<file path="src/rtl/dac_ctrl_pkg.sv">
package dac_ctrl_pkg;

    // ------------------------------------------------------------
    // word layout
    // ------------------------------------------------------------
    localparam int WORD_W       = 24;
    localparam int CMD_MSB      = 23;
    localparam int CMD_LSB      = 20;
    localparam int ADDR_MSB     = 19;
    localparam int ADDR_LSB     = 16;
    localparam int CODE_MSB     = 15;
    localparam int CODE12_LSB   = 4;
    localparam int PD_MODE_MSB  = 9;
    localparam int PD_MODE_LSB  = 8;
    localparam int NUM_CHAN     = 8;
    localparam int CODE_W       = 16;

    // ------------------------------------------------------------
    // commands and addresses
    // ------------------------------------------------------------
    localparam logic [3:0] CMD_WRITE_IN     = 4'h0;
    localparam logic [3:0] CMD_UPDATE       = 4'h1;
    localparam logic [3:0] CMD_WRITE_UPDALL = 4'h2;
    localparam logic [3:0] CMD_WRITE_UPD    = 4'h3;
    localparam logic [3:0] CMD_PWRDN        = 4'h4;
    localparam logic [3:0] CMD_CLEAR_CODE   = 4'h5;
    localparam logic [3:0] CMD_LOAD_OVR     = 4'h6;
    localparam logic [3:0] CMD_SOFT_RESET   = 4'h7;
    localparam logic [3:0] CMD_REF_SETUP    = 4'h8;
    localparam logic [3:0] ADDR_ALL         = 4'hF;

    // ------------------------------------------------------------
    // codes and reset values
    // ------------------------------------------------------------
    localparam logic [15:0] CODE_ZERO = 16'h0000;
    localparam logic [15:0] CODE_MID  = 16'h8000;
    localparam logic [15:0] CODE_FULL = 16'hFFFF;
    localparam logic [1:0]  CLR_SEL_ZERO = 2'h0;
    localparam logic [1:0]  CLR_SEL_MID  = 2'h1;
    localparam logic [1:0]  CLR_SEL_FULL = 2'h2;
    localparam logic [1:0]  CLR_SEL_NOP  = 2'h3;
    localparam logic [1:0]  PD_NORMAL    = 2'h0;
    localparam logic [1:0]  PD_1K        = 2'h1;
    localparam logic [1:0]  PD_100K      = 2'h2;
    localparam logic [1:0]  PD_TRISTATE  = 2'h3;
    localparam logic        REF_RESET    = 1'b0;
    localparam logic [1:0]  CLR_SEL_RESET = CLR_SEL_ZERO;

    typedef struct packed {
        logic [3:0]  cmd;
        logic [3:0]  addr;
        logic [15:0] data;
    } cmd_word_t;

    typedef struct packed {
        logic        to_1k;
        logic        to_100k;
        logic        tristate;
        logic        amp_on;
    } out_term_t;

endpackage

</file>
<file path="src/rtl/pin_sync.sv">
module pin_sync
    import dac_ctrl_pkg::*;
#(
    parameter logic RESET_VAL = 1'b1
) (
    input  wire logic core_clk, // system clock
    input  wire logic rst,      // sync reset
    input  wire logic pin_in,   // async pin
    output logic      pin_out   // synchronised level
);
    logic meta_reg;
    logic meta_next;
    logic sync_next;

    always_comb begin
        meta_next = pin_in;
        sync_next = meta_reg;
    end

    always_ff @(posedge core_clk) begin
        if (rst) begin
            meta_reg <= RESET_VAL;
            pin_out  <= RESET_VAL;
        end else begin
            meta_reg <= meta_next;
            pin_out  <= sync_next;
        end
    end
endmodule

</file>
<file path="src/rtl/octal_dac_command_control.sv">
// Function
// - after power-on every output holds power-on code until first valid write
// - command 0111 resets everything as power-on does
// - load strobe and clear pin ignored during power-on reset
// - word: command 23..20, address 19..16, code 15..0, msb first
// - 12-bit variant: code in 15..4, bits 3..0 ignored
// - command 0100 power-down, mode from bits 9 and 8
// - power-down bits 7..0 select channels H..A
// - mode 00 gives normal amplifier-driven output
// - mode 01 1k to ground, 10 100k, 11 three-state
// - reference powers down only when all eight channels are down
// - power-down keeps converter register contents
// - power-up shows input register if strobe low, else converter register
// - clear falling edge loads input and converter registers with clear code
// - command 0101 loads clear select from bits 1..0
// - clear select 00 zero, 01 mid, 10 full, 11 no operation
// - clear select resets to zero scale
// - clear mode held until next valid write completes
// - clear edge during a write aborts that write
// - reference bit 0: 1 on, 0 off, resets off
// - command 1000 sets reference, address and bits 15..1 ignored
// - load strobe updates all converter registers simultaneously
// - address 0..7 selects A..H, 1111 selects all
// - load strobe low loads converter from input register
// - override bit 1 updates converter right after new data
module octal_dac_command_control
    import dac_ctrl_pkg::*;
#(
    parameter int  CODE_BITS = 16,   // 16 or 12
    parameter bit  MIDSCALE  = 1'b0  // power-on to midscale variant
) (
    input  wire logic                core_clk,       // 250 MHz clock
    input  wire logic                rst,            // power-on reset
    input  wire logic                word_valid,     // received word complete
    input  wire logic [WORD_W-1:0]   word_data,      // received 24-bit word
    input  wire logic                write_busy,     // a write sequence is in progress
    input  wire logic                load_strobe_n,  // hardware load pin
    input  wire logic                async_clear_n,  // clear pin
    output logic [NUM_CHAN*CODE_W-1:0] dac_code,     // per-channel output codes
    output logic [NUM_CHAN-1:0]      amp_on,         // amplifier drives output
    output logic [NUM_CHAN-1:0]      term_1k,        // 1k to ground
    output logic [NUM_CHAN-1:0]      term_100k,      // 100k to ground
    output logic [NUM_CHAN-1:0]      term_tristate,  // output open
    output logic                     ref_on,         // internal reference powered
    output logic                     clear_mode,     // clear code mode active
    output logic                     write_abort     // pending write aborted
);
    // ------------------------------------------------------------
    // pin synchronisers
    // ------------------------------------------------------------
    logic ld_sync;
    logic clr_sync;

    pin_sync #(.RESET_VAL(1'b1)) u_ld_sync (
        .core_clk (core_clk),
        .rst      (rst),
        .pin_in   (load_strobe_n),
        .pin_out  (ld_sync)
    );

    pin_sync #(.RESET_VAL(1'b1)) u_clr_sync (
        .core_clk (core_clk),
        .rst      (rst),
        .pin_in   (async_clear_n),
        .pin_out  (clr_sync)
    );

    // ------------------------------------------------------------
    // state
    // ------------------------------------------------------------
    localparam logic [15:0] POR_CODE = MIDSCALE ? CODE_MID : CODE_ZERO;
    localparam logic [15:0] CODE_MASK =
        (CODE_BITS == 12) ? 16'hFFF0 : 16'hFFFF;

    logic [CODE_W-1:0]   in_reg   [NUM_CHAN];
    logic [CODE_W-1:0]   in_next  [NUM_CHAN];
    logic [CODE_W-1:0]   dac_reg  [NUM_CHAN];
    logic [CODE_W-1:0]   dac_next [NUM_CHAN];
    logic [1:0]          pd_reg   [NUM_CHAN];
    logic [1:0]          pd_next  [NUM_CHAN];
    logic [NUM_CHAN-1:0] ovr_reg, ovr_next;
    logic [1:0]          clr_sel_reg, clr_sel_next;
    logic                ref_reg, ref_next;
    logic                clr_mode_reg, clr_mode_next;
    logic                clr_prev_reg;
    logic                por_reg, por_next;
    logic                abort_reg, abort_next;
    logic                drop_reg, drop_next;

    cmd_word_t           w;
    logic [CODE_W-1:0]   code_in;
    logic [NUM_CHAN-1:0] sel;
    logic                clr_fall;
    logic                ld_fall;
    logic                soft_rst;
    logic [CODE_W-1:0]   clr_code;
    logic                all_down;
    logic                take;
    logic                clr_hit;
    logic [NUM_CHAN*CODE_W-1:0] code_next;
    logic [NUM_CHAN-1:0] amp_next;
    logic [NUM_CHAN-1:0] t1k_next;
    logic [NUM_CHAN-1:0] t100k_next;
    logic [NUM_CHAN-1:0] ttri_next;
    logic                ref_on_next;

    // ------------------------------------------------------------
    // decode
    // ------------------------------------------------------------
    always_comb begin
        w        = word_data;
        code_in  = w.data & CODE_MASK;
        for (int i = 0; i < NUM_CHAN; i++) begin
            sel[i] = (w.addr == ADDR_ALL) || (w.addr == 4'(i));
        end
        // pins are ignored while the power-on reset window is open
        clr_fall = !por_reg && clr_prev_reg && !clr_sync;
        ld_fall  = !por_reg && !ld_sync;
        if (clr_sel_reg == CLR_SEL_ZERO) begin
            clr_code = CODE_ZERO;
        end else if (clr_sel_reg == CLR_SEL_MID) begin
            clr_code = CODE_MID;
        end else begin
            clr_code = CODE_FULL;
        end
        clr_hit  = clr_fall && (clr_sel_reg != CLR_SEL_NOP);
        // a clear edge kills the word of its own cycle and any later word of that frame
        take     = word_valid && !clr_hit && !drop_reg;
        soft_rst = take && (w.cmd == CMD_SOFT_RESET);
    end

    // ------------------------------------------------------------
    // next state
    // ------------------------------------------------------------
    always_comb begin
        por_next       = 1'b0;
        ovr_next       = ovr_reg;
        clr_sel_next   = clr_sel_reg;
        ref_next       = ref_reg;
        clr_mode_next  = clr_mode_reg;
        abort_next     = 1'b0;
        for (int i = 0; i < NUM_CHAN; i++) begin
            in_next[i]  = in_reg[i];
            dac_next[i] = dac_reg[i];
            pd_next[i]  = pd_reg[i];
        end

        if (clr_hit) begin
            for (int i = 0; i < NUM_CHAN; i++) begin
                in_next[i]  = clr_code;
                dac_next[i] = clr_code;
            end
            clr_mode_next = 1'b1;
            abort_next    = word_valid || write_busy;
        end else if (take) begin
            clr_mode_next  = 1'b0;
            case (w.cmd)
                CMD_WRITE_IN, CMD_WRITE_UPD, CMD_WRITE_UPDALL: begin
                    for (int i = 0; i < NUM_CHAN; i++) begin
                        if (sel[i]) begin
                            in_next[i] = code_in;
                        end
                    end
                end
                CMD_PWRDN: begin
                    for (int i = 0; i < NUM_CHAN; i++) begin
                        if (w.data[i]) begin
                            pd_next[i] = w.data[PD_MODE_MSB:PD_MODE_LSB];
                        end
                    end
                end
                CMD_CLEAR_CODE: clr_sel_next = w.data[1:0];
                CMD_LOAD_OVR:   ovr_next = w.data[NUM_CHAN-1:0];
                CMD_REF_SETUP:  ref_next = w.data[0];
                default: ;
            endcase
            for (int i = 0; i < NUM_CHAN; i++) begin
                if (w.cmd == CMD_UPDATE && sel[i]) begin
                    dac_next[i] = in_reg[i];
                end else if (w.cmd == CMD_WRITE_UPD && sel[i]) begin
                    dac_next[i] = code_in;
                end else if (w.cmd == CMD_WRITE_UPDALL) begin
                    dac_next[i] = in_next[i];
                end else if ((ovr_reg[i] || !ld_sync) && w.cmd == CMD_WRITE_IN
                             && sel[i]) begin
                    dac_next[i] = code_in;
                end
            end
        end else begin
            // strobe held low keeps converter registers tracking inputs
            for (int i = 0; i < NUM_CHAN; i++) begin
                if (ld_fall || (ovr_reg[i] && !por_reg)) begin
                    dac_next[i] = in_reg[i];
                end
            end
        end

        if (soft_rst) begin
            ovr_next       = '0;
            clr_sel_next   = CLR_SEL_RESET;
            ref_next       = REF_RESET;
            clr_mode_next  = 1'b0;
            por_next       = 1'b1;
            for (int i = 0; i < NUM_CHAN; i++) begin
                in_next[i]  = POR_CODE;
                dac_next[i] = POR_CODE;
                pd_next[i]  = PD_NORMAL;
            end
        end
    end

    // ------------------------------------------------------------
    // write abort tracking
    // ------------------------------------------------------------
    // a clear while a frame is still arriving poisons that whole frame,
    // not only the word that happens to land in the clear cycle
    always_comb begin
        drop_next = drop_reg && write_busy;
        if (clr_hit && write_busy && !word_valid) begin
            drop_next = 1'b1;
        end
    end

    // ------------------------------------------------------------
    // registers
    // ------------------------------------------------------------
    always_ff @(posedge core_clk) begin
        if (rst) begin
            por_reg       <= 1'b1;
            ovr_reg       <= '0;
            clr_sel_reg   <= CLR_SEL_RESET;
            ref_reg       <= REF_RESET;
            clr_mode_reg  <= 1'b0;
            clr_prev_reg  <= 1'b1;
            abort_reg     <= 1'b0;
            drop_reg      <= 1'b0;
            for (int i = 0; i < NUM_CHAN; i++) begin
                in_reg[i]  <= POR_CODE;
                dac_reg[i] <= POR_CODE;
                pd_reg[i]  <= PD_NORMAL;
            end
        end else begin
            por_reg       <= por_next;
            ovr_reg       <= ovr_next;
            clr_sel_reg   <= clr_sel_next;
            ref_reg       <= ref_next;
            clr_mode_reg  <= clr_mode_next;
            clr_prev_reg  <= clr_sync;
            abort_reg     <= abort_next;
            drop_reg      <= drop_next;
            for (int i = 0; i < NUM_CHAN; i++) begin
                in_reg[i]  <= in_next[i];
                dac_reg[i] <= dac_next[i];
                pd_reg[i]  <= pd_next[i];
            end
        end
    end

    // ------------------------------------------------------------
    // outputs
    // ------------------------------------------------------------
    always_comb begin
        all_down = 1'b1;
        for (int i = 0; i < NUM_CHAN; i++) begin
            all_down = all_down && (pd_reg[i] != PD_NORMAL);
        end
        code_next  = '0;
        amp_next   = '0;
        t1k_next   = '0;
        t100k_next = '0;
        ttri_next  = '0;
        for (int i = 0; i < NUM_CHAN; i++) begin
            // powered-down channel still shows its held code once back up
            code_next[i*CODE_W +: CODE_W] = dac_reg[i];
            amp_next[i]   = (pd_reg[i] == PD_NORMAL);
            t1k_next[i]   = (pd_reg[i] == PD_1K);
            t100k_next[i] = (pd_reg[i] == PD_100K);
            ttri_next[i]  = (pd_reg[i] == PD_TRISTATE);
        end
        ref_on_next = ref_reg && !all_down;
    end

    always_ff @(posedge core_clk) begin
        if (rst) begin
            dac_code      <= {NUM_CHAN{POR_CODE}};
            amp_on        <= '1;
            term_1k       <= '0;
            term_100k     <= '0;
            term_tristate <= '0;
            ref_on        <= 1'b0;
            clear_mode    <= 1'b0;
            write_abort   <= 1'b0;
        end else begin
            dac_code      <= code_next;
            amp_on        <= amp_next;
            term_1k       <= t1k_next;
            term_100k     <= t100k_next;
            term_tristate <= ttri_next;
            ref_on        <= ref_on_next;
            clear_mode    <= clr_mode_reg;
            write_abort   <= abort_reg;
        end
    end
endmodule

</file>
<file path="config.mk">
export PLATFORM = sky130hd
export DESIGN_NAME = octal_dac_command_control
export DESIGN_NICKNAME = d
export VERILOG_FILES = /design/src/rtl/dac_ctrl_pkg.sv /design/src/rtl/pin_sync.sv /design/src/rtl/octal_dac_command_control.sv
export SDC_FILE = /design/constraint.sdc
export NUM_CORES = 1
export LEC_CHECK = 0
export BUFFER_PORTS_ARGS = -buffer_cell sky130_fd_sc_hd__clkbuf_2
export CAP_MARGIN = 20
export CORE_MARGIN = 10
export CORE_UTILIZATION = 60
export DETAILED_ROUTE_END_ITERATION = 6
export PLACE_DENSITY = 0.88
export SLEW_MARGIN = 20
export SYNTH_ARGS = -nofsm -noshare
export SYNTH_HDL_FRONTEND = slang
export SYNTH_SLANG_ARGS = --single-unit
</file>
<file path="constraint.sdc">
create_clock -name core_clk -period 6.8 [get_ports core_clk]
set_clock_uncertainty 0.15 [all_clocks]
set_input_delay 1.02 -clock core_clk [delete_from_list [all_inputs] [get_ports core_clk]]
set_output_delay 1.02 -clock core_clk [all_outputs]
set_load 0.005 [all_outputs]
</file>
-- Yosys cells after proc, flatten, opt, wreduce, memory -nomap -nowiden
Memories as Yosys holds them, arrays and structs flattened.
Index checks and enable logic that the tools add are counted.
- equality and inequality tests: 42
- multiplexer cells: 100
- bitwise logic cells: 25
- reductions and logical operators: 116
- operators by type and width (cell ; number):
    $mux 16 ; 69
    $mux 128 ; 7
    $logic_and 1x1->1 ; 58
    $eq 2x2->1 const B ; 16
    $eq 4x3->1 const B ; 8
    $mux 2 ; 16
    $logic_or 1x1->1 ; 25
    $or 1x1->1 ; 24
    $eq 2x1->1 const B ; 9
    $logic_not 2->1 ; 9
    $reduce_bool 2->1 ; 9
    $eq 4x2->1 const B ; 4
    $mux 15 ; 1
    $reduce_and 3->1 ; 3
    $eq 4x1->1 const B ; 2
    $eq 4x4->1 const B ; 2
    $logic_not 4->1 ; 2
    $logic_not 1->1 ; 7
    $mux 1 ; 7
    $reduce_or 2->1 ; 2
    $reduce_or 3->1 ; 1
    $ne 2x2->1 const B ; 1
    $not 1->1 ; 1
- register bits: 183
- RAM bits: 272
- input bits: 30
- logic and storage cells: 306
- memories kept: 3
- memories (memory ; words ; width ; rd ports ; clocked after Yosys merged registers in ; wr ports ; line ; RTL):
    dac_reg ; 8 ; 16 ; 8 ; 0 ; 8 ; octal_dac_command_control.sv:77 ; logic [CODE_W-1:0] dac_reg [NUM_CHAN];
    in_reg ; 8 ; 16 ; 8 ; 0 ; 8 ; octal_dac_command_control.sv:75 ; logic [CODE_W-1:0] in_reg [NUM_CHAN];
    pd_reg ; 8 ; 2 ; 8 ; 0 ; 8 ; octal_dac_command_control.sv:79 ; logic [1:0] pd_reg [NUM_CHAN];

-- Logic depth before layout (Yosys ltp)
Gate-level depths: netlist (run 1).
- word-level depth: 12
- mapped depth: 9
- gate-level depth less buffers: 6

-- Cells and area by module
A second synthesis (run 1) with hierarchy kept.
- cell total of the unflattened synthesis: 1878
- area, all modules: 17928.4 um^2
- by module, submodules not included (module ; times used ; cells an instance ; area each (um^2)):
    octal_dac_command_control ; 1 ; 1870 ; 17823.3
    pin_sync ; 2 ; 4 ; 52.6

-- Worst setup path after synthesis (run 1)
Ideal clock, no wire load.
- path kind: input -> register
- start: in word_data[19]
- end: mem dac_reg[1][6] (netlist: dac_reg[0][22])
- library setup time: 74 ps
- arrival: 2701 ps
- data required time: 6576 ps
- setup slack: 3875 ps
- stages on the path: 7
- buffers on the path: 2
- cell sequence: buf_6 -> or3_1 -> a21boi_4 -> mux2i_2 -> clkbuf_1 -> nand3_1 -> a31oi_1
- RTL lines (what ; line ; RTL):
    from (decl) ; octal_dac_command_control.sv:35 ; input wire logic [WORD_W-1:0] word_data,
    to (decl) ; octal_dac_command_control.sv:77 ;

==> flow_metrics.env, run 1 <==
export IMPL_worst_skew_pair_late_latency_ps=550
export IMPL_synthesis_yosys_warnings=0
export IMPL_io_buffers=192
export IMPL_synthesis_instances=1923
export IMPL_rsz0062_at_grt="no"
export IMPL_cts_resized=0
export IMPL_grt_ovfl_total=0
export IMPL_hold_path_startpoint="abort_reg"
export IMPL_core_area_um2=29600
export IMPL_routed_via_density=6.10
export IMPL_r2r_cells=5
export IMPL_drcViolationCount=0
export IMPL_worst_path_max_fanout=16
export IMPL_hold_depth=1
export IMPL_startpoint_type="input pin"
export IMPL_grt_pass1_vias=14060
export IMPL_final_hold_violation_count=0
export IMPL_final_fill_count=2263
export IMPL_crit_cells=7
export IMPL_drt_pass1_iterations=6
export IMPL_drive_gt1_share_pct=21.7
export IMPL_worstPathArrival_ps=3860
export IMPL_timing_hold_worst_class="flip-flop to flip-flop"
export IMPL_worstPathCellList="clkbuf_2, nor2_1, nand3_1, nor2_2, mux2_2, a21oi_1, nor2_1"
export IMPL_pin_count=193
export IMPL_worst_slew_pin_slew_ps=1140
export IMPL_drv_max_cap_violation_count=0
export IMPL_synth_async_sr_flop_share_pct=0
export IMPL_die_height_um=193
export IMPL_peak_clock_frequency_supported_by_timing_mhz=278
export IMPL_synth_cell_types=73
export IMPL_drt_antenna_violating_nets=0
export IMPL_worstSetupEndpointType="flip-flop"
export IMPL_clock_path_buffers=3
export IMPL_drt_total_wl_mm=48.0
export IMPL_h_tree_depth=2
export IMPL_grt_max_degree=131
export IMPL_initial_core_util_pct=60.7
export IMPL_setup_tns_ps=0
export IMPL_cts_num_sinks=455
export IMPL_setup_viol_count_final=0
export IMPL_synthesis_area_um2=17900
export IMPL_synth_most_common_cell="dfxtp_1"
export IMPL_largest_delay_share_family_worst_path="simple AND/OR/NAND/NOR gates"
export IMPL_postSynthNetCount=1953
export IMPL_timing_worst_setup_path_type="input pin to flip-flop"
export IMPL_postSynth_topFlopCell="dfxtp_1"
export IMPL_timing_rr_start="por_reg"
export IMPL_cts_buffers=44
export IMPL_slew_violations=0
export IMPL_synthDominantCellAreaShare_pct=50.8
export IMPL_areaGrowthSynthToFinish_pct=12.7
export IMPL_cp_buffers_inverters=1
export IMPL_wire_length_of_the_first_global_routing_pass_mm=74.5
export IMPL_critPathLaunch="word_data[23]"
export IMPL_num_vias=14776
export IMPL_share_of_the_clock_period_used_by_the_worst_path_after_layout_pct=53.0
export IMPL_globalRouteTotalUtil_pct=24.6
export IMPL_cpPeakStageDelay_ps=790
export IMPL_cts_root_buffer="clkbuf_16"
export IMPL_most_numerous_cell_types_in_the_synthesized_netlist="dfxtp_1, nor2_1, a21oi_1"
export IMPL_cts_tree="done"
export IMPL_utilization_pct=68.4
export IMPL_register_bit_count_reported_by_yosys=455
export IMPL_std_cell_rows=63
export IMPL_power_density_nw_per_um2=287
export IMPL_post_cts_repair_setup_buffers=0
export IMPL_vdd_ir_drop_worst_uv=206
export IMPL_wl_per_cell_um=19.8
export IMPL_synth_avg_cell_area_um2=9.33
export IMPL_layout_min_cycle_time_ps=3600
export IMPL_dieArea_um2=37200
export IMPL_synth_top_area_cell="dfxtp_1"
export IMPL_post_synth_edffs=0
export IMPL_worst_hold_slack_ps=306
export IMPL_path_common_cell="nor2_1"
export IMPL_slowest_stage="nor2_2"
export IMPL_max_slew_margin_rel_pct=24.3
export IMPL_gp_congestion=0.894
export IMPL_num_nets_final=2026
export IMPL_worstPathRequired_ps=7060
export IMPL_die_w_um=193
export IMPL_yosysSeqAreaShare_pct=50.8
export IMPL_status="completed"
export IMPL_power_leakage_nw=8.27
export IMPL_dpl_worst_slack_ps=2720
export IMPL_most_area_consuming_cells_after_synthesis="dfxtp_1, mux2_2, a21oi_1, nor2b_1, nor2_1"
export IMPL_fin_worst_setup_slack_ps=3200
export IMPL_dp_hpwl_mm=28.5
export IMPL_cts_clk_slew_worst_paths_ps=60
export IMPL_holdBufCountCts=0
export IMPL_drtIter0Drc=1646
export IMPL_antenna_found_initial=4
-- final timing paths --
path	end	slack, ps
worst min-delay path	write_abort	310
worst max-delay path	in_reg[0][15]	3200
worst min register to register	write_abort	310
worst max register to register	dac_reg[3][10]	3270
-- kinds of logic after synthesis --
| group | after synthesis | share of synthesized area [%] |
|---|---|---|
| mux | 155 | 9.60 |
| buf+inv | 177 | 4.51 |
| flops | 455 | 50.8 |
| compound gates | 486 | 16.9 |
| simple gates | 647 | 18.1 |
| xor+xnor | 3 | 0.146 |
-- cells in the final DEF (no fill, tap or decap), drive strengths merged, types with 9 or more instances in the layout --
master	instances
dfxtp	455
clkbuf	257
nor2	193
a21oi	181
nor2b	137
nand2	137
o21ai	137
mux2	125
nand3	108
a31oi	93
mux2i	30
o221a	28
nor3b	21
a2bb2oi	15
clkinv	11
buf	9
-- metal layers --
metal,up-vias,wire length (um),GRT usage [%]
met1,6980,18800,30.7
met4,6,1860,10.6
met5,-,46,0
met2,764,22000,39.7
li1,6865,-,-
met3,161,5230,6.20
-- per-stage QoR --
| step | area [um^2] | total power (W) | instances |
|---|---|---|---|
| final | 20200 | 0.00580 | 2422 |
| after global placement | 18700 | 0.00333 | 2340 |
| after global routing | 20200 | 0.00598 | 2422 |
| after detailed placement | 18700 | 0.00334 | 2340 |
| after floorplan | 17900 | 0.00319 | 1923 |
| after CTS | 20200 | 0.00581 | 2421 |
-- report_power, final --
group / internal [W] / switching [W] / leakage (nW)
clock: 0.00149 / 0.00101 / 0.747
combinational: 0.000162 / 0.000310 / 3.82
sequential: 0.00278 / 0.0000516 / 3.70
total: 0.00443 / 0.00137 / 8.27
-- layout make-up --
class                           count  area [um^2]  area share [%]
Sequential cell                   455         9110            45.1
Multi-Input combinational cell   1291         8070            39.9
Clock buffer                       66         1320            6.51
Timing Repair Buffer              200         1030            5.08
Tap cell                          390          488            2.41
Clock inverter                     15          190           0.941
Inverter                            4         17.5          0.0866
Antenna cell                        1         2.50          0.0124
Power figures use the tool's default switching activity.
==> inputs of run 2 (changes only) <==
CORE_UTILIZATION = 53   (was 60)
PLACE_DENSITY = 0.83   (was 0.88)
clock period = 3.1 ns   (was 6.8 ns; I/O delays follow)
==> flow_metrics.env, run 2 (synthesis gave the netlist of run 1 again) <==
export IMPL_initial_core_util_pct=53.6
export IMPL_largest_delay_share_family_worst_path="simple AND/OR/NAND/NOR gates"
export IMPL_r2r_setup_slack_ps=530
export IMPL_cts_buffers=45
export IMPL_most_frequent_standard_cell_in_the_layout_excluding_fill_and_tap_cells="dfxtp_1"
export IMPL_wire_length_of_the_first_global_routing_pass_mm=78.1
export IMPL_power_report_internal_total_w=0.00991
export IMPL_critical_path_reg2reg_endpoint="dac_reg[1][7]"
export IMPL_startpoint_type="flip-flop"
export IMPL_worstSetupEndpointType="flip-flop"
export IMPL_peak_clock_frequency_supported_by_timing_mhz=389
export IMPL_layout_min_cycle_time_ps=2570
export IMPL_antenna_found_initial=1
export IMPL_wl_per_cell_um=19.7
export IMPL_clock_path_buffers=3
export IMPL_power_leakage_nw=8.54
export IMPL_cts_clk_slew_worst_paths_ps=60
export IMPL_drive_gt1_share_pct=23.3
export IMPL_drv_max_cap_violation_count=0
export IMPL_share_of_the_clock_period_used_by_the_worst_path_after_layout_pct=82.8
export IMPL_power_clock_fraction_pct=43.7
export IMPL_drt_antenna_violating_nets=0
export IMPL_crit_cells=5
export IMPL_io_buffers=192
export IMPL_r2r_cells=5
export IMPL_sw_frac_of_total_pct=23.5
export IMPL_std_cell_rows=67
export IMPL_hold_depth=2
export IMPL_setup_viol_count_final=0
export IMPL_die_w_um=204
export IMPL_cpPeakStageDelay_ps=540
export IMPL_timing_rr_start="por_reg"
export IMPL_cts_root_buffer="clkbuf_16"
export IMPL_final_hold_violation_count=0
export IMPL_pin_count=193
export IMPL_gp_congestion=0.953
export IMPL_cts_num_sinks=455
export IMPL_critPathLaunch="por_reg"
export IMPL_cts_tree="done"
export IMPL_seq_power_share_pct=47.9
export IMPL_dp_hpwl_mm=31.3
export IMPL_h_tree_depth=2
export IMPL_mostFrequentLayoutCells="dfxtp_1, clkbuf_2, nor2_1"
export IMPL_hold_path_endpoint="drop_reg"
export IMPL_worstPathRequired_ps=3350
export IMPL_drtIter0Drc=1388
export IMPL_slowest_stage="and2_1"
export IMPL_globalRouteTotalUtil_pct=22.9
export IMPL_drcViolationCount=0
export IMPL_slew_violations=0
export IMPL_worst_path_max_fanout=53
export IMPL_drt_pass1_iterations=7
export IMPL_grt_max_degree=174
export IMPL_drt_total_wl_mm=49.8
export IMPL_vdd_ir_drop_worst_uv=443
export IMPL_areaGrowthSynthToFinish_pct=15.8
export IMPL_cts_resized=0
export IMPL_worst_slew_pin_slew_ps=781
export IMPL_setup_tns_ps=0
export IMPL_num_nets_final=2074
export IMPL_die_height_um=204
export IMPL_power_net_switching_w=0.00304
export IMPL_hold_path_startpoint="write_busy"
export IMPL_grt_pass1_vias=14402
export IMPL_max_slew_margin_rel_pct=47.6
export IMPL_grt_ovfl_total=0
export IMPL_worstPathCellList="nor3b_2, nand2_4, o21ai_2, and2_1, a31oi_1"
export IMPL_timing_worst_setup_path_type="flip-flop to flip-flop"
export IMPL_core_area_um2=33400
export IMPL_p_comb_share_pct=8.4
export IMPL_num_vias=14762
export IMPL_dieArea_um2=41600
export IMPL_worstPathArrival_ps=2810
export IMPL_status="completed"
export IMPL_routed_via_density=5.84
export IMPL_power_density_nw_per_um2=623
export IMPL_fin_worst_setup_slack_ps=532
export IMPL_worst_skew_pair_late_latency_ps=550
export IMPL_rsz0062_at_grt="no"
export IMPL_dpl_worst_slack_ps=359
export IMPL_timing_hold_worst_class="input pin to flip-flop"
export IMPL_cp_buffers_inverters=0
[run 2: cell types whose count changed in the layout (fill, tap and decap cells not counted), sizes merged]
cell | previous run | this run
clkinv | 11 | 5
dlygate4sd3 | 0 | 2
clkinvlp | 0 | 2
buf | 9 | 54
inv | 4 | 5
bufinv | 4 | 5
clkbuf | 257 | 258
[run 2: area by class of cell]
cell class | instances | area [um^2]
inverters | 4 | 17.5
multi-input cells | 1291 | 8060
flip-flops and latches | 455 | 9110
diodes | 1 | 2.50
repair buffers | 247 | 1480
well taps | 448 | 561
clock buffers | 67 | 1350
clock inverters | 13 | 199
fillers | 2737 | 12700
[run 2: worst max path at each step]
stage	endpoint	slack, ps
finish	dac_reg[1][7]	530
CTS	dac_reg[1][7]	560
global placement	dac_reg[2][21]	410
floorplan	dac_reg[0][22]	730
global route	dac_reg[1][3]	370
detailed placement	dac_reg[2][21]	360
[run 2: power by group through the flow]
stage | Sequential (W) | Clock [W] | Combinational [W]
after floorplan | 0.00630 | 0 | 0.000702
after global placement | 0.00632 | 0 | 0.00104
after detailed placement | 0.00633 | 0 | 0.00107
after CTS | 0.00620 | 0.00572 | 0.00108
after global routing | 0.00623 | 0.00596 | 0.00118
final | 0.00620 | 0.00566 | 0.00109
[run 2: worst register-to-register path, cell delays in order, from the launching register on]
cell and delay [ps]:
dfxtp_1 420, nor3b_2 430, nand2_4 470, o21ai_2 230
and2_1 540, a31oi_1 190
[run 2: metal layers]
| metal | global-route usage [%] | part of all wire, % |
|---|---|---|
| met5 | 0 | 0 |
| met4 | 8.70 | 3.4 |
| met3 | 5.99 | 9.3 |
| met2 | 36.8 | 46 |
| met1 | 29.0 | 41 |
[run 2: repair_timing]
| action | 4_1_cts | 5_1_grt |
|---|---|---|
| hold buffers | 2 | 0 |
| endpoints found under the hold margin | 2 | 0 |
| setup buffers | 0 | 0 |
[run 2: per-stage QoR]
| stage | utilization (%) | power [W] | hold slack (ps) | instances | area, um^2 |
|---|---|---|---|---|---|
| global route | 62.1 | 0.0134 | 20.1 | 2526 | 20800 |
| global placement | 57.4 | 0.00737 | 243 | 2443 | 19200 |
| finish | 62.1 | 0.0129 | 22.8 | 2526 | 20800 |
| detailed placement | 57.4 | 0.00740 | 243 | 2443 | 19200 |
| CTS | 62.1 | 0.0130 | 6.49 | 2525 | 20800 |
| floorplan | - | 0.00700 | 239 | 1923 | 17900 |
==> inputs of run 3 (changes only) <==
clock period = 2.2 ns   (was 3.1 ns; I/O delays follow)
==> flow_metrics.env, run 3 (synthesis gave the netlist of run 1 again) <==
export IMPL_cts_tree="done"
export IMPL_peak_clock_frequency_supported_by_timing_mhz=464
export IMPL_numPlacedInstances=2512
export IMPL_antenna_found_initial=6
export IMPL_power_density_nw_per_um2=841
export IMPL_die_height_um=204
export IMPL_cts_num_sinks=455
export IMPL_grt_ovfl_total=0
export IMPL_instances_no_fill=2602
export IMPL_worst_skew_pair_late_latency_ps=560
export IMPL_max_slew_margin_rel_pct=49.6
export IMPL_drv_max_cap_violation_count=0
export IMPL_power_net_switching_w=0.00429
export IMPL_multi_input_comb_area_um2=8180
export IMPL_share_of_the_clock_period_used_by_the_worst_path_after_layout_pct=98.0
export IMPL_drcViolationCount=0
export IMPL_dp_hpwl_mm=32.0
export IMPL_num_vias=15106
export IMPL_num_nets_final=2151
export IMPL_gp_congestion=0.930
export IMPL_power_leakage_nw=9.09
export IMPL_power_total_w=0.0184
export IMPL_drive_gt1_share_pct=26.7
export IMPL_std_cell_rows=67
export IMPL_wire_length_of_the_first_global_routing_pass_mm=79.9
export IMPL_cts_clk_slew_worst_paths_ps=60
export IMPL_final_fill_count=2582
export IMPL_startpoint_type="flip-flop"
export IMPL_final_hold_violation_count=0
export IMPL_route_top_layer_used="met5"
export IMPL_mostFrequentLayoutCells="dfxtp_1, clkbuf_2, nor2_1"
export IMPL_sw_frac_of_total_pct=23.3
export IMPL_drt_pass1_iterations=7
export IMPL_cts_root_buffer="clkbuf_16"
export IMPL_drtIter0Drc=1704
export IMPL_status="completed"
export IMPL_power_report_internal_total_w=0.0141
export IMPL_drt_antenna_violating_nets=0
export IMPL_vdd_ir_drop_worst_uv=818
export IMPL_h_tree_depth=2
export IMPL_slew_violations=0
export IMPL_initial_core_util_pct=53.6
export IMPL_drt_total_wl_mm=51.1
export IMPL_setup_viol_count_final=0
export IMPL_areaGrowthSynthToFinish_pct=22.0
export IMPL_layout_min_cycle_time_ps=2160
export IMPL_met2WireLength_mm=23.9
export IMPL_grt_pass1_vias=14631
export IMPL_p_comb_share_pct=9.5
export IMPL_worst_slew_pin_slew_ps=756
export IMPL_worstPathArrival_ps=2450
export IMPL_wl_per_cell_um=19.6
export IMPL_timing_hold_worst_class="input pin to flip-flop"
export IMPL_worstPathRequired_ps=2490
export IMPL_globalRouteTotalUtil_pct=23.5
export IMPL_most_frequent_standard_cell_in_the_layout_excluding_fill_and_tap_cells="dfxtp_1"
export IMPL_core_area_um2=33400
export IMPL_seqCellArea_um2=9110
export IMPL_grt_max_degree=174
export IMPL_pin_count=193
export IMPL_seq_power_share_pct=47.5
export IMPL_setup_tns_ps=0
export IMPL_m1WireLength_mm=21.0
export IMPL_worst_path_max_fanout=8
export IMPL_worstSetupEndpointType="flip-flop"
export IMPL_wl_met3_mm=4.89
export IMPL_clock_path_buffers=3
export IMPL_routed_via_density=5.81
export IMPL_cts_buffers=45
export IMPL_dieArea_um2=41600
export IMPL_io_buffers=192
export IMPL_die_w_um=204
export IMPL_worst_hold_slack_ps=89.9
export IMPL_rsz0062_at_grt="yes"
export IMPL_timing_worst_setup_path_type="flip-flop to flip-flop"
export IMPL_power_clock_fraction_pct=43.0
run 3: final cells by class:
cell class                      count  share of cell area [%]
Inverter                            4                  0.0800
Timing Repair Buffer              324                    11.3
Tap cell                          448                    2.56
Sequential cell                   455                    41.6
Multi-Input combinational cell   1291                    37.4
Clock buffer                       65                    6.14
Clock inverter                     13                   0.909
Antenna cell                        2                  0.0229
run 3: power groups by stage:
| stage | logic (W) | registers (W) | clock network (W) |
|---|---|---|---|
| floorplan | 0.000992 | 0.00888 | 0 |
| global placement | 0.00163 | 0.00892 | 0 |
| detailed placement | 0.00167 | 0.00892 | 0 |
| CTS | 0.00170 | 0.00875 | 0.00801 |
| global route | 0.00188 | 0.00878 | 0.00835 |
| finish | 0.00174 | 0.00875 | 0.00792 |
run 3: layer usage:
layer | global-route usage [%] | vias up
li1 | - | 7111
met1 | 29.7 | 7198
met2 | 38.1 | 695
met3 | 6.32 | 96
met4 | 7.70 | 6
met5 | 0 | -
run 3: final timing paths:
check / start / to / depth (start not counted) / slack [ps]
setup reg to reg: drop_reg / in_reg[0][20] / 8 / 40
hold / removal: word_data[23] / ref_reg / 4 / 90
hold reg to reg: u_clr_sync.meta_reg / u_clr_sync.pin_out / 1 / 260
setup / recovery: drop_reg / in_reg[0][20] / 8 / 40
run 3: worst max-delay path, cell delays in order (launching register included):
cell     delay, ps
dfxtp_2        330
and2b_2        250
buf_4          150
and3_2         260
nand2_2        140
buf_8          150
mux2_2         340
a21oi_1        200
nor2_1          70
run 3: through the flow:
step / util [%] / instance area (um^2) / worst slack (ps)
after floorplan: - / 18000 / 11.3
after global placement: 59.9 / 20000 / -61.5
after detailed placement: 59.9 / 20000 / -148
after CTS: 64.6 / 21600 / 26.7
after global routing: 65.4 / 21900 / -16.4
final: 65.4 / 21900 / 43.1
run 3: timing repair:
item / in CTS / in global routing
pin swaps: 0 / 7
setup buffers: 0 / 3
gates resized for setup: 1 / 35
setup endpoints to repair: 15 / 106
hold endpoints to repair: 4 / 0
hold buffers: 4 / 0
gates cloned: 0 / 4
